==> src/hw/asrp_pkg.sv <==
// Purpose: Shared constants and types for the converter serial result port
// Assumes: 10 MHz system clock; link pins sampled by that clock
// Notes: Channel select field of the control word is a local layout
package asrp_pkg;
	localparam int SYS_CLK_HZ = 10_000_000;
	localparam int TEMP_CONV_US = 100;
	localparam int TEMP_CONV_CYC = TEMP_CONV_US * (SYS_CLK_HZ / 1_000_000);
	localparam int FRAME_BITS = 16;
	localparam int RES_BITS = 12;
	localparam int TAG_BITS = 4;
	localparam int NUM_VIN = 8;
	localparam logic [3:0] TEMP_TAG = 4'h8;
	localparam logic [15:0] CTRL_RESET = 16'h0000;
	localparam int CH_SEL_LSB = 0;
	localparam logic [4:0] BIT_CNT_ZERO = 5'h00;
	localparam logic [4:0] BIT_CNT_FULL = 5'h10;
	localparam logic [11:0] RES_RESET = 12'h000;

	typedef struct packed {
		logic [TAG_BITS-1:0] tag;
		logic [RES_BITS-1:0] result;
	} asrp_frame_s;

	typedef enum logic [2:0] {
		ST_IDLE = 3'b001,
		ST_CONV_V = 3'b010,
		ST_CONV_T = 3'b100
	} asrp_state_e;
endpackage

==> src/hw/asrp_top.sv <==
// Purpose: Serial result port of an eight-channel 12-bit sampling converter
// Assumes: Host makes serial clock and chip select; serial link pins synchronised here
// Notes: Result of a conversion is read in the frame after the one that starts it
`timescale 1ns/1ps
module asrp_top
	import asrp_pkg::*;
#(
	parameter int SYNC_STAGES = 2
)
(
	// Clock, reset, enable
	input wire logic i_sys_clk,
	input wire logic i_resetn,
	input wire logic i_clk_en,
	// Serial link pins
	input wire logic i_sclk,
	input wire logic i_cs_n,
	input wire logic i_din,
	output logic o_dout,
	output logic o_dout_oe_n,
	// Converter front end
	input wire logic [NUM_VIN*RES_BITS-1:0] i_vin_codes,
	input wire logic [RES_BITS-1:0] i_temp_code,
	output logic [2:0] o_mux_sel,
	output logic o_hold,
	// Status
	output logic o_temp_conv_pending,
	output logic [FRAME_BITS-1:0] o_ctrl_word
);

	logic [SYNC_STAGES-1:0] sclk_sync;
	logic [SYNC_STAGES-1:0] cs_sync;
	logic [SYNC_STAGES-1:0] din_sync;
	logic sclk_prev;
	logic cs_prev;
	logic sclk_fall;
	logic cs_fall;
	logic cs_rise;
	logic cs_low;
	logic din_s;
	logic [4:0] bit_cnt;
	logic [FRAME_BITS-1:0] ctrl_shift;
	logic [FRAME_BITS-1:0] out_shift;
	logic [RES_BITS-1:0] held_code;
	logic [TAG_BITS-1:0] held_tag;
	asrp_frame_s last_frame;
	asrp_state_e state;
	logic [$clog2(TEMP_CONV_CYC+1)-1:0] temp_cnt;
	logic [TAG_BITS-1:0] sel_tag;

	// Pin synchronisers
	always_ff @(posedge i_sys_clk or negedge i_resetn)
	begin
		if (!i_resetn)
		begin
			sclk_sync <= '0;
			cs_sync <= '1;
			din_sync <= '0;
			sclk_prev <= 1'b0;
			cs_prev <= 1'b1;
		end
		else if (i_clk_en)
		begin
			sclk_sync <= {sclk_sync[SYNC_STAGES-2:0], i_sclk};
			cs_sync <= {cs_sync[SYNC_STAGES-2:0], i_cs_n};
			din_sync <= {din_sync[SYNC_STAGES-2:0], i_din};
			sclk_prev <= sclk_sync[SYNC_STAGES-1];
			cs_prev <= cs_sync[SYNC_STAGES-1];
		end
	end

	assign cs_low = !cs_sync[SYNC_STAGES-1];
	assign din_s = din_sync[SYNC_STAGES-1];
	assign sclk_fall = sclk_prev && !sclk_sync[SYNC_STAGES-1] && cs_low;
	assign cs_fall = cs_prev && cs_low;
	assign cs_rise = !cs_prev && !cs_low;
	assign sel_tag = o_ctrl_word[CH_SEL_LSB +: TAG_BITS];

	// Frame bit counter
	always_ff @(posedge i_sys_clk or negedge i_resetn)
	begin
		if (!i_resetn)
			bit_cnt <= BIT_CNT_ZERO;
		else if (i_clk_en)
		begin
			if (cs_fall || cs_rise)
				bit_cnt <= BIT_CNT_ZERO;
			else if (sclk_fall && bit_cnt != BIT_CNT_FULL)
				bit_cnt <= bit_cnt + 5'h01;
		end
	end

	always_ff @(posedge i_sys_clk or negedge i_resetn)
	begin
		if (!i_resetn)
		begin
			ctrl_shift <= CTRL_RESET;
			o_ctrl_word <= CTRL_RESET;
		end
		else if (i_clk_en)
		begin
			if (sclk_fall && bit_cnt != BIT_CNT_FULL)
				ctrl_shift <= {ctrl_shift[FRAME_BITS-2:0], din_s};
			if (sclk_fall && bit_cnt == BIT_CNT_FULL - 5'h01)
				o_ctrl_word <= {ctrl_shift[FRAME_BITS-2:0], din_s};
		end
	end

	always_ff @(posedge i_sys_clk or negedge i_resetn)
	begin
		if (!i_resetn)
		begin
			out_shift <= '0;
			o_dout <= 1'b0;
		end
		else if (i_clk_en)
		begin
			if (cs_fall)
			begin
				out_shift <= last_frame;
				o_dout <= last_frame[FRAME_BITS-1];
			end
			else if (sclk_fall && bit_cnt < BIT_CNT_FULL - 5'h01)
			begin
				out_shift <= {out_shift[FRAME_BITS-2:0], 1'b0};
				o_dout <= out_shift[FRAME_BITS-2];
			end
		end
	end

	always_ff @(posedge i_sys_clk or negedge i_resetn)
	begin
		if (!i_resetn)
			o_dout_oe_n <= 1'b1;
		else if (i_clk_en)
			o_dout_oe_n <= !cs_low;
	end

	always_ff @(posedge i_sys_clk or negedge i_resetn)
	begin
		if (!i_resetn)
		begin
			o_mux_sel <= 3'h0;
			held_code <= RES_RESET;
			held_tag <= 4'h0;
		end
		else if (i_clk_en)
		begin
			if (sel_tag < TEMP_TAG)
				o_mux_sel <= sel_tag[2:0];
			if (cs_fall && state == ST_IDLE)
			begin
				held_tag <= sel_tag;
				if (sel_tag < TEMP_TAG)
					held_code <= i_vin_codes[sel_tag[2:0]*RES_BITS +: RES_BITS];
				else
					held_code <= i_temp_code;
			end
		end
	end

	// Conversion sequencer
	always_ff @(posedge i_sys_clk or negedge i_resetn)
	begin
		if (!i_resetn)
		begin
			state <= ST_IDLE;
			temp_cnt <= '0;
			o_hold <= 1'b0;
			o_temp_conv_pending <= 1'b0;
			last_frame <= '0;
		end
		else if (i_clk_en)
		begin
			case (state)
				ST_IDLE:
				begin
					if (cs_fall)
					begin
						o_hold <= 1'b1;
						if (sel_tag < TEMP_TAG)
							state <= ST_CONV_V;
						else
						begin
							state <= ST_CONV_T;
							o_temp_conv_pending <= 1'b1;
							temp_cnt <= '0;
						end
					end
				end
				ST_CONV_V:
				begin
					if (sclk_fall && bit_cnt == BIT_CNT_FULL - 5'h01)
					begin
						last_frame <= '{tag: held_tag, result: held_code};
						state <= ST_IDLE;
						o_hold <= 1'b0;
					end
					else if (cs_rise)
					begin
						state <= ST_IDLE;
						o_hold <= 1'b0;
					end
				end
				ST_CONV_T:
				begin
					if (temp_cnt == TEMP_CONV_CYC[$bits(temp_cnt)-1:0] - 1'b1)
					begin
						last_frame <= '{tag: held_tag, result: held_code};
						state <= ST_IDLE;
						o_hold <= 1'b0;
						o_temp_conv_pending <= 1'b0;
					end
					else
						temp_cnt <= temp_cnt + 1'b1;
				end
				default:
				begin
					state <= ST_IDLE;
					o_hold <= 1'b0;
					o_temp_conv_pending <= 1'b0;
				end
			endcase
		end
	end

endmodule

==> config.mk <==
export PLATFORM = sky130hd
export DESIGN_NAME = asrp_top
export DESIGN_NICKNAME = d
export VERILOG_FILES = /design/src/hw/asrp_pkg.sv /design/src/hw/asrp_top.sv
export SDC_FILE = /design/constraint.sdc
export NUM_CORES = 1
export LEC_CHECK = 0
export BUFFER_PORTS_ARGS = -buffer_cell sky130_fd_sc_hd__buf_4
export CORE_AREA = 2 2 153 155
export DETAILED_ROUTE_END_ITERATION = 6
export DIE_AREA = 0 0 155 157
export GPL_TIMING_DRIVEN = 0
export HOLD_SLACK_MARGIN = 0.12
export SKIP_LAST_GASP = 1
export SLEW_MARGIN = 30
export SYNTH_ARGS = -nofsm -noshare
export SYNTH_HDL_FRONTEND = slang
export SYNTH_SLANG_ARGS = --single-unit
==> constraint.sdc <==
create_clock -name i_sys_clk -period 4.9 [get_ports i_sys_clk]
set_clock_uncertainty 0.2 [all_clocks]
set_input_delay 0.98 -clock i_sys_clk [delete_from_list [all_inputs] [get_ports i_sys_clk]]
set_output_delay 0.98 -clock i_sys_clk [all_outputs]
set_load 0.01 [all_outputs]
[After elaboration in Yosys (flattened, before gate mapping)]
Index checks and enable logic that the tools add are counted.
W data, S select, Z words.
Operators by class
  add/sub/neg operators: 2
  multipliers: 1
  divide/modulo/power cells: 0
  magnitude comparators: 2
  equality and inequality tests: 12
  shift-type cells: 1
  mux-type cells: 28
  bitwise gates (word level): 1
  reductions and logical operators: 26
Operators with widths (count)
  $shiftx A96 B8 Y12: 1
  $mux W16: 2
  $pmux W16 S2: 1
  $mux W10: 3
  $mux W15: 2
  $pmux W10 S2: 1
  $mux W3: 5
  $mux W12: 1
  $reduce_and A2 Y1: 6
  $add A10 B1 Y10 const B: 1
  $eq A10 B10 Y1 const B: 1
  $mux W5: 2
  $ne A2 B2 Y1 const B: 5
  $reduce_and A5 Y1: 2
  $pmux W3 S3: 1
  $logic_and A1 B1 Y1: 8
  $mux W1: 8
  $reduce_and A4 Y1: 2
  $reduce_bool A2 Y1: 4
  $pmux W1 S3: 2
  $add A5 B1 Y5 const B: 1
  $eq A5 B4 Y1 const B: 1
  $lt A5 B4 Y1 const B: 1
  $mul A3 B2 Y5 const B: 1
  9 further kinds: 11
Storage, ports and cells
  register bits after elaboration: 110
  latch bits: 0
  bits in writable memories: 0
  bits in read-only memories: 0
  output and inout bits: 23
  word-level logic and storage cells: 92
  memories: 0

[Logic depth before layout (Yosys ltp)]
Gate-level depths: netlist of run 1.
  depth in word-level cells: 6
  depth in mapped cells: 9
  gate-level depth less buffers: 7

[Worst setup path after synthesis of run 1]
Ideal clock, no wire load.
  kind: input port to flip-flop
  from: input port i_clk_en
  to: register last_frame[10] (netlist name)
  setup time: 0.125 ns
  data arrival time: 2.262 ns
  required time: 4.575 ns
  path slack: 2.313 ns
  stages on the path: 6
  path buffers: 2
  path through: buf_2 -> and4bb_2 -> nand2_2 -> o22ai_4 -> buf_12 -> mux2_4
Between the ends
  longest elaborated chain between the ends: 1
RTL lines
  start: declaration: line asrp_top.sv:14  | input wire logic i_clk_en,
  $reduce_and A4 Y1 (no line)
  end signal: assignment: line asrp_top.sv:195  | last_frame <= '{tag: held_tag, result: held_code};
  end signal: assignment: line asrp_top.sv:209  | last_frame <= '{tag: held_tag, result: held_code};
  end: declaration: line asrp_top.sv:46  | asrp_frame_s last_frame;
No other way between the ends.
A chain may end at the register's enable or synchronous reset.

[Final worst setup path of run 1]
  from: register cs_sync[1]
  to: register held_code[10]
Between the ends
  longest elaborated chain between the ends: 4
RTL lines
  start: declaration: line asrp_top.sv:32  | logic [SYNC_STAGES-1:0] cs_sync;
  start signal: assignment: line asrp_top.sv:65  | cs_sync <= {cs_sync[SYNC_STAGES-2:0], i_cs_n};
  $logic_not A1 Y1: line asrp_top.sv:72  | assign cs_low = !cs_sync[SYNC_STAGES-1];
  $logic_and A1 B1 Y1: line asrp_top.sv:75  | assign cs_fall = cs_prev && cs_low;
  $logic_and A1 B1 Y1: line asrp_top.sv:151  | if (cs_fall && state == ST_IDLE)
  $reduce_and A2 Y1 (no line)
  end signal: assignment: line asrp_top.sv:155  | held_code <= i_vin_codes[sel_tag[2:0]*RES_BITS +: RES_BITS];
  end signal: assignment: line asrp_top.sv:157  | held_code <= i_temp_code;
  end: declaration: line asrp_top.sv:44  | logic [RES_BITS-1:0] held_code;
No other way between the ends.

==> flow_metrics.env, run 1 <==
export IMPL_min_from="held_tag[2]"
export IMPL_layout_drive_gt1_share_pct=42.2
export IMPL_h_tree_depth=3
export IMPL_maxSlewHeadroom_pct=57.8
export IMPL_syn_area_mm2=0.00562
export IMPL_cp_max_fo=10
export IMPL_grt_pass1_wl_mm=24.1
export IMPL_avgRoutedWirePerCell_um=16.4
export IMPL_fin_setup_tns_ns=0
export IMPL_met3_usage_pct=2.70
export IMPL_finalCritPeriodShare_pct=53.7
export IMPL_clk_pin_slew_ns=0.07
export IMPL_grt_pass1_vias=4418
export IMPL_whs_path_depth=2
export IMPL_cts_hold_buf=0
export IMPL_clock_tree_buffer_depth=2
export IMPL_syn_avg_cell_area_um2=12.0
export IMPL_postRouteAntennaNets=0
export IMPL_arrival_ns=2.71
export IMPL_yosysWarnings=0
export IMPL_grt_max_degree=59
export IMPL_slew_violations=0
export IMPL_reg2reg_setup_slack_ns=2.27
export IMPL_firstDrtPassIters=4
export IMPL_p_leak_nw=3.33
export IMPL_outcome="finished clean"
export IMPL_crit_reg2reg_launch="cs_sync[1]"
export IMPL_cts_root_buf="clkbuf_16"
export IMPL_synth_edf_count=0
export IMPL_hold_end="held_tag[2]"
export IMPL_gr_usage_all_layers_pct=12.6
export IMPL_worstPathRequired_ns=4.97
export IMPL_tightest_slew_ns=0.633
export IMPL_die_h_um=157
export IMPL_cp_startpoint="cs_sync[1]"
export IMPL_worst_hold_path_type="reg2reg"
export IMPL_synth_main_ff_cell="dfrtp_1"
export IMPL_synth_seq_cells=110
export IMPL_grt_busiest_layer="met2"
export IMPL_setup_viol=0
export IMPL_hold_violations=0
export IMPL_setup_worst_path_end_class="flip-flop"
export IMPL_total_power_mw=2.19
export IMPL_slowest_delay_ns=0.56
export IMPL_postCtsSetupBuffers=0
export IMPL_fin_nets=734
export IMPL_fillers=2229
export IMPL_first_iter_violations=235
export IMPL_start_kind="flip-flop"
export IMPL_worstReg2RegEnd="held_code[10]"
export IMPL_cap_violations=0
export IMPL_worstSkewPairLatency_ns=0.36
export IMPL_async_reset_ff_share_pct=100
export IMPL_rows=55
export IMPL_finalWirelength_mm=14.8
export IMPL_start_util_pct=25.0
export IMPL_power_density_mw_per_mm2=300
export IMPL_hpwl_mm=11.1
export IMPL_cts_tree="done"
export IMPL_place_congestion=0.804
export IMPL_remaining_drc_errors=0
export IMPL_rsz0062_at_grt="no"
export IMPL_cpLargestDelayFamily="buffers and inverters"
export IMPL_portBuffers=135
export IMPL_die_area_mm2=0.0243
export IMPL_ir_worst_vdd_v=0.000210
export IMPL_crit_top_cell="buf_2"
export IMPL_antenna_found_initial=0
export IMPL_antenna_cells=0
export IMPL_core_mm2=0.0225
export IMPL_synth_cell_types=53
export IMPL_cts_repair_resized=0
export IMPL_max_freq_ghz=0.380
export IMPL_crit_chain="inv_1 -> ha_1 -> buf_2 -> nand2_2 -> or3_1 -> buf_2 -> buf_1 -> nand2_1 -> a2bb2oi_1"
export IMPL_met1_usage_pct=16.7
export IMPL_ys_seq_area_share_pct=49.1
export IMPL_die_w_um=155
export IMPL_cp_slowest_cell="dfstp_2"
export IMPL_num_vias=4280
export IMPL_synth_nets=587
export IMPL_fin_hold_ws_ns=0.278
export IMPL_r2r_cells=9
export IMPL_path_buf_inv=4
export IMPL_critPathKind="reg2reg"
export IMPL_area_growth_pct=30.1
export IMPL_netlist_instances=467
export IMPL_use_met2_pct=20.6
export IMPL_fin_crit_ns=2.63
export IMPL_grt_overflow_total=0
export IMPL_cts_sinks=110
export IMPL_io_pins=137
export IMPL_viasPerCell=4.73
export IMPL_numCtsBuffers=9
## worst max-delay path by stage
stage	endpoint	slack (ns)	cells past startpoint
2_1_floorplan	last_frame[10]	2.31	6
3_3_place_gp	last_frame[9]	1.99	6
3_5_place_dp	last_frame[7]	1.99	6
4_1_cts	held_code[9]	2.30	9
5_1_grt	held_code[10]	2.08	9
6_report	held_code[10]	2.27	9
## through the flow
step | setup slack (ns) | std cells | cell area (um^2) | util, %
2_1_floorplan | 2.31 | 467 | 5620 | -
3_3_place_gp | 1.99 | 887 | 6990 | 31.1
3_5_place_dp | 1.99 | 888 | 7020 | 31.2
4_1_cts | 2.30 | 904 | 7310 | 32.5
5_1_grt | 2.08 | 904 | 7310 | 32.5
6_report | 2.27 | 904 | 7310 | 32.5
## Yosys cell counts (2+ instances only)
library cell / instances / share of area [%]
a2bb2oi_1: 11 / 1.7
a21oi_1: 11 / 0.98
buf_4: 3 / 0.40
mux4_2: 24 / 9.6
nor2_1: 22 / 1.5
o31ai_1: 3 / 0.40
ha_1: 6 / 1.3
o21ai_0: 8 / 0.71
dfstp_2: 4 / 1.9
nand4_1: 5 / 0.56
a211oi_1: 14 / 1.9
nand2b_1: 4 / 0.45
mux2_2: 47 / 9.4
nand2_1: 33 / 2.2
clkbuf_1: 15 / 1.0
buf_6: 2 / 0.40
nand3b_1: 2 / 0.27
buf_2: 12 / 1.1
nand3_1: 8 / 0.71
nor3_1: 26 / 2.3
o22ai_1: 15 / 1.7
mux2i_1: 3 / 0.53
dfrtp_1: 106 / 47
a31oi_1: 11 / 1.2
and3_1: 2 / 0.22
inv_1: 21 / 1.4
mux2_4: 10 / 2.7
nand2_2: 2 / 0.22
or3_1: 3 / 0.33
a211o_1: 11 / 1.7
## where the power goes
part | switching [mW] | leakage, nW | internal, mW
registers | 0.0887 | 1.46 | 1.04
clock network | 0.339 | 0.131 | 0.361
logic | 0.170 | 1.74 | 0.195
## tightest hold or removal path: cells and delay by family, from the launching register on
family / cells / cell delay (ns)
DFF: 1 / 0.35
and+or+nand+nor: 2 / 0.10
## registers in the layout, summed over array words and instances (netlist names), 3 cells and up
signal       count
held_tag         4
out_shift       15
o_ctrl_word     16
temp_cnt        10
last_frame      16
bit_cnt          5
ctrl_shift      15
held_code       12
state            3
o_mux_sel        3
## layout by cell type (no fill, tap or decap), types with 2 or more instances in the layout
cell type / netlist / final
buf_4: 3 / 137
dfrtp_1: 106 / 106
mux2_2: 47 / 47
nand2_1: 33 / 33
nor3_1: 26 / 26
mux4_2: 24 / 24
nor2_1: 22 / 22
inv_1: 21 / 21
clkbuf_1: 15 / 15
o22ai_1: 15 / 15
a211oi_1: 14 / 14
buf_2: 12 / 12
a21oi_1: 11 / 11
a31oi_1: 11 / 11
a211o_1: 11 / 11
a2bb2oi_1: 11 / 11
mux2_4: 10 / 10
clkbuf_16: 0 / 9
nand3_1: 8 / 8
o21ai_0: 8 / 8
ha_1: 6 / 6
nand4_1: 5 / 5
nand2b_1: 4 / 4
dfstp_2: 4 / 4
or3_1: 3 / 3
mux2i_1: 3 / 3
o31ai_1: 3 / 3
clkinvlp_4: 0 / 3
and3_1: 2 / 2
buf_6: 2 / 2
nand2_2: 2 / 2
nand3b_1: 2 / 2
## cells by family (layout without fill, tap and decap cells)
group / after synthesis / count (layout) / synth area share [%]
xor gates and xnor gates: 1 / 1 / 0.156
AOI/OAI and AO/OA: 94 / 94 / 12.0
buffers and inverters: 55 / 207 / 4.70
adders and majority gates: 6 / 6 / 1.34
DFF: 110 / 110 / 49.1
and+or+nand+nor: 117 / 117 / 10.4
muxes: 84 / 84 / 22.2
## layer usage
metal / wire length, um / vias to the layer above
met5: 0 / -
met4: 208 / 0
met3: 605 / 11
met2: 7160 / 85
met1: 6810 / 2140
li1: - / 2044
## layout make-up
| cell class | count | area (um^2) | area share (%) |
|---|---|---|---|
| Tap cell | 285 | 357 | 4.88 |
| Sequential cell | 110 | 2760 | 37.7 |
| Timing Repair Buffer | 136 | 1050 | 14.3 |
| Buffer | 34 | 185 | 2.53 |
| Clock buffer | 10 | 239 | 3.27 |
| Clock inverter | 6 | 45.0 | 0.616 |
| Multi-Input combinational cell | 302 | 2600 | 35.5 |
| Inverter | 21 | 78.8 | 1.08 |
(Power assumes the default switching activity.)
==> inputs of run 2 (changes only) <==
==> constraint.sdc (replaced) <==
create_clock -name i_sys_clk -period 2.43 [get_ports i_sys_clk]
set_clock_uncertainty 0.2 [all_clocks]
set_input_delay 0.486 -clock i_sys_clk [delete_from_list [all_inputs] [get_ports i_sys_clk]]
set_output_delay 0.486 -clock i_sys_clk [all_outputs]
set_load 0.01 [all_outputs]
==> run 2 against run 1 <==
Global-route usage about the same. Final cell count increased by 0.22%. Critical path depth decreased by 2. Utilization increased by 0.17 points. Combinational power increased by 100%. Worst hold slack got worse by 0.12 ns. Fmax increased by 14%. Largest power group unchanged. Highest routed layer unchanged.
==> flow_metrics.env, run 2 (synthesized netlist as in run 1, its figures left out) <==
export IMPL_outcome="finished clean"
export IMPL_first_iter_violations=210
export IMPL_antenna_found_initial=0
export IMPL_start_kind="flip-flop"
export IMPL_die_h_um=157
export IMPL_area_growth_pct=30.8
export IMPL_cp_max_fo=10
export IMPL_portBuffers=135
export IMPL_cts_tree="done"
export IMPL_setup_viol=0
export IMPL_die_w_um=155
export IMPL_finalWirelength_mm=14.7
export IMPL_num_vias=4298
export IMPL_viasPerCell=4.74
export IMPL_cap_violations=0
export IMPL_avgRoutedWirePerCell_um=16.3
export IMPL_core_mm2=0.0225
export IMPL_power_density_mw_per_mm2=601
export IMPL_clk_pin_slew_ns=0.07
export IMPL_worst_hold_path_type="in2reg"
export IMPL_grt_overflow_total=0
export IMPL_grt_pass1_wl_mm=24.1
export IMPL_antenna_cells=0
export IMPL_reg2reg_setup_slack_ns=0.12
export IMPL_rows=55
export IMPL_postRouteAntennaNets=0
export IMPL_hpwl_mm=11.1
export IMPL_numCtsBuffers=9
export IMPL_hold_violations=0
export IMPL_fin_nets=736
export IMPL_fillers=2231
export IMPL_utilization_pct=32.6
export IMPL_reg_top3="last_frame x16, o_ctrl_word x16"
export IMPL_cts_root_buf="clkbuf_16"
export IMPL_gr_usage_all_layers_pct=12.6
export IMPL_layout_common_cells="buf_4 (139), dfrtp_1 (106), mux2_2 (47)"
export IMPL_firstDrtPassIters=4
export IMPL_finalCritPeriodShare_pct=95.0
export IMPL_layout_drive_gt1_share_pct=42.5
export IMPL_io_pins=137
export IMPL_fin_hold_ws_ns=0.163
export IMPL_tightest_slew_ns=0.630
export IMPL_remaining_drc_errors=0
export IMPL_layout_commonest_cell="buf_4"
export IMPL_die_area_mm2=0.0243
export IMPL_start_util_pct=25.0
export IMPL_p_leak_nw=3.35
export IMPL_h_tree_depth=3
export IMPL_max_freq_ghz=0.433
export IMPL_place_congestion=0.804
export IMPL_worstSkewPairLatency_ns=0.35
export IMPL_critPathKind="reg2reg"
export IMPL_grt_max_degree=59
export IMPL_maxSlewHeadroom_pct=58.0
export IMPL_grt_pass1_vias=4426
export IMPL_ir_worst_vdd_v=0.000424
export IMPL_fin_crit_ns=2.31
export IMPL_clock_tree_buffer_depth=2
export IMPL_cts_sinks=110
export IMPL_slew_violations=0
export IMPL_total_power_mw=4.42
export IMPL_worstPathRequired_ns=2.47
export IMPL_arrival_ns=2.35
export IMPL_setup_worst_path_end_class="flip-flop"
## run 2: cell count changes in the layout (fill, tap and decap cells not counted), sizes merged
cell | before | now
buf | 155 | 154
clkbuf | 25 | 27
dlygate4sd3 | 0 | 1
## run 2: per-stage QoR
step,cell area [um^2],setup TNS (ns),worst slack (ns),std cells
after floorplan,5620,0,0.337,467
after global routing,7350,-0.00207,-0.00207,906
after CTS,7320,0,0.0298,905
after detailed placement,7020,-1.36,-0.153,888
final,7350,0,0.121,906
after global placement,6990,-1.06,-0.106,887
## run 2: final cells by class
| cell class | instances | area (um^2) | area share [%] |
|---|---|---|---|
| plain buffers | 34 | 195 | 2.66 |
| clock buffers | 10 | 239 | 3.25 |
| clock inverters | 6 | 45.0 | 0.613 |
| inverters | 21 | 78.8 | 1.07 |
| multi-input cells | 302 | 2610 | 35.5 |
| flip-flops and latches | 110 | 2760 | 37.5 |
| well taps | 285 | 357 | 4.85 |
| repair buffers | 138 | 1070 | 14.5 |
## run 2: critical path, cell delays in order (launching register included)
cell	delay [ns]
dfrtp_1	0.40
ha_1	0.20
and3_1	0.16
ha_1	0.16
nand2_2	0.17
o22ai_4	0.38
buf_12	0.21
mux2_4	0.30
## run 2: path summary, 6_finish.rpt
path | from | end | cells after the start
min reg2reg | held_tag[2] | held_tag[2] | 2
max | bit_cnt[0] | last_frame[13] | 7
min | i_cs_n | cs_sync[0] | 2
min in group asynchronous | i_resetn | held_code[7] | 2
max reg2reg | bit_cnt[0] | last_frame[13] | 7
max in group asynchronous | i_resetn | ctrl_shift[9] | 3
## run 2: power by group
part	switching [mW]	total [mW]	internal (mW)
Combinational	0.344	0.744	0.400
Sequential	0.179	2.27	2.09
Clock	0.680	1.41	0.727
## run 2: layer usage
metal  part of all wire [%]  track usage (%)  vias up  wire length (um)
met5                      0                0        -                 0
met4                    1.2             4.23        0               172
met3                    4.6             2.70       10               678
met2                     49             20.6       96              7180
met1                     46             16.7     2145              6710
li1                       -                -     2047                 -
## run 2: repair_timing
item	4_1_cts	5_1_grt
pin swaps	0	1
setup buffers	0	1
endpoints found under the setup margin	16	19
endpoints found under the hold margin	48	0
hold buffers	1	0
resized for setup	2	7
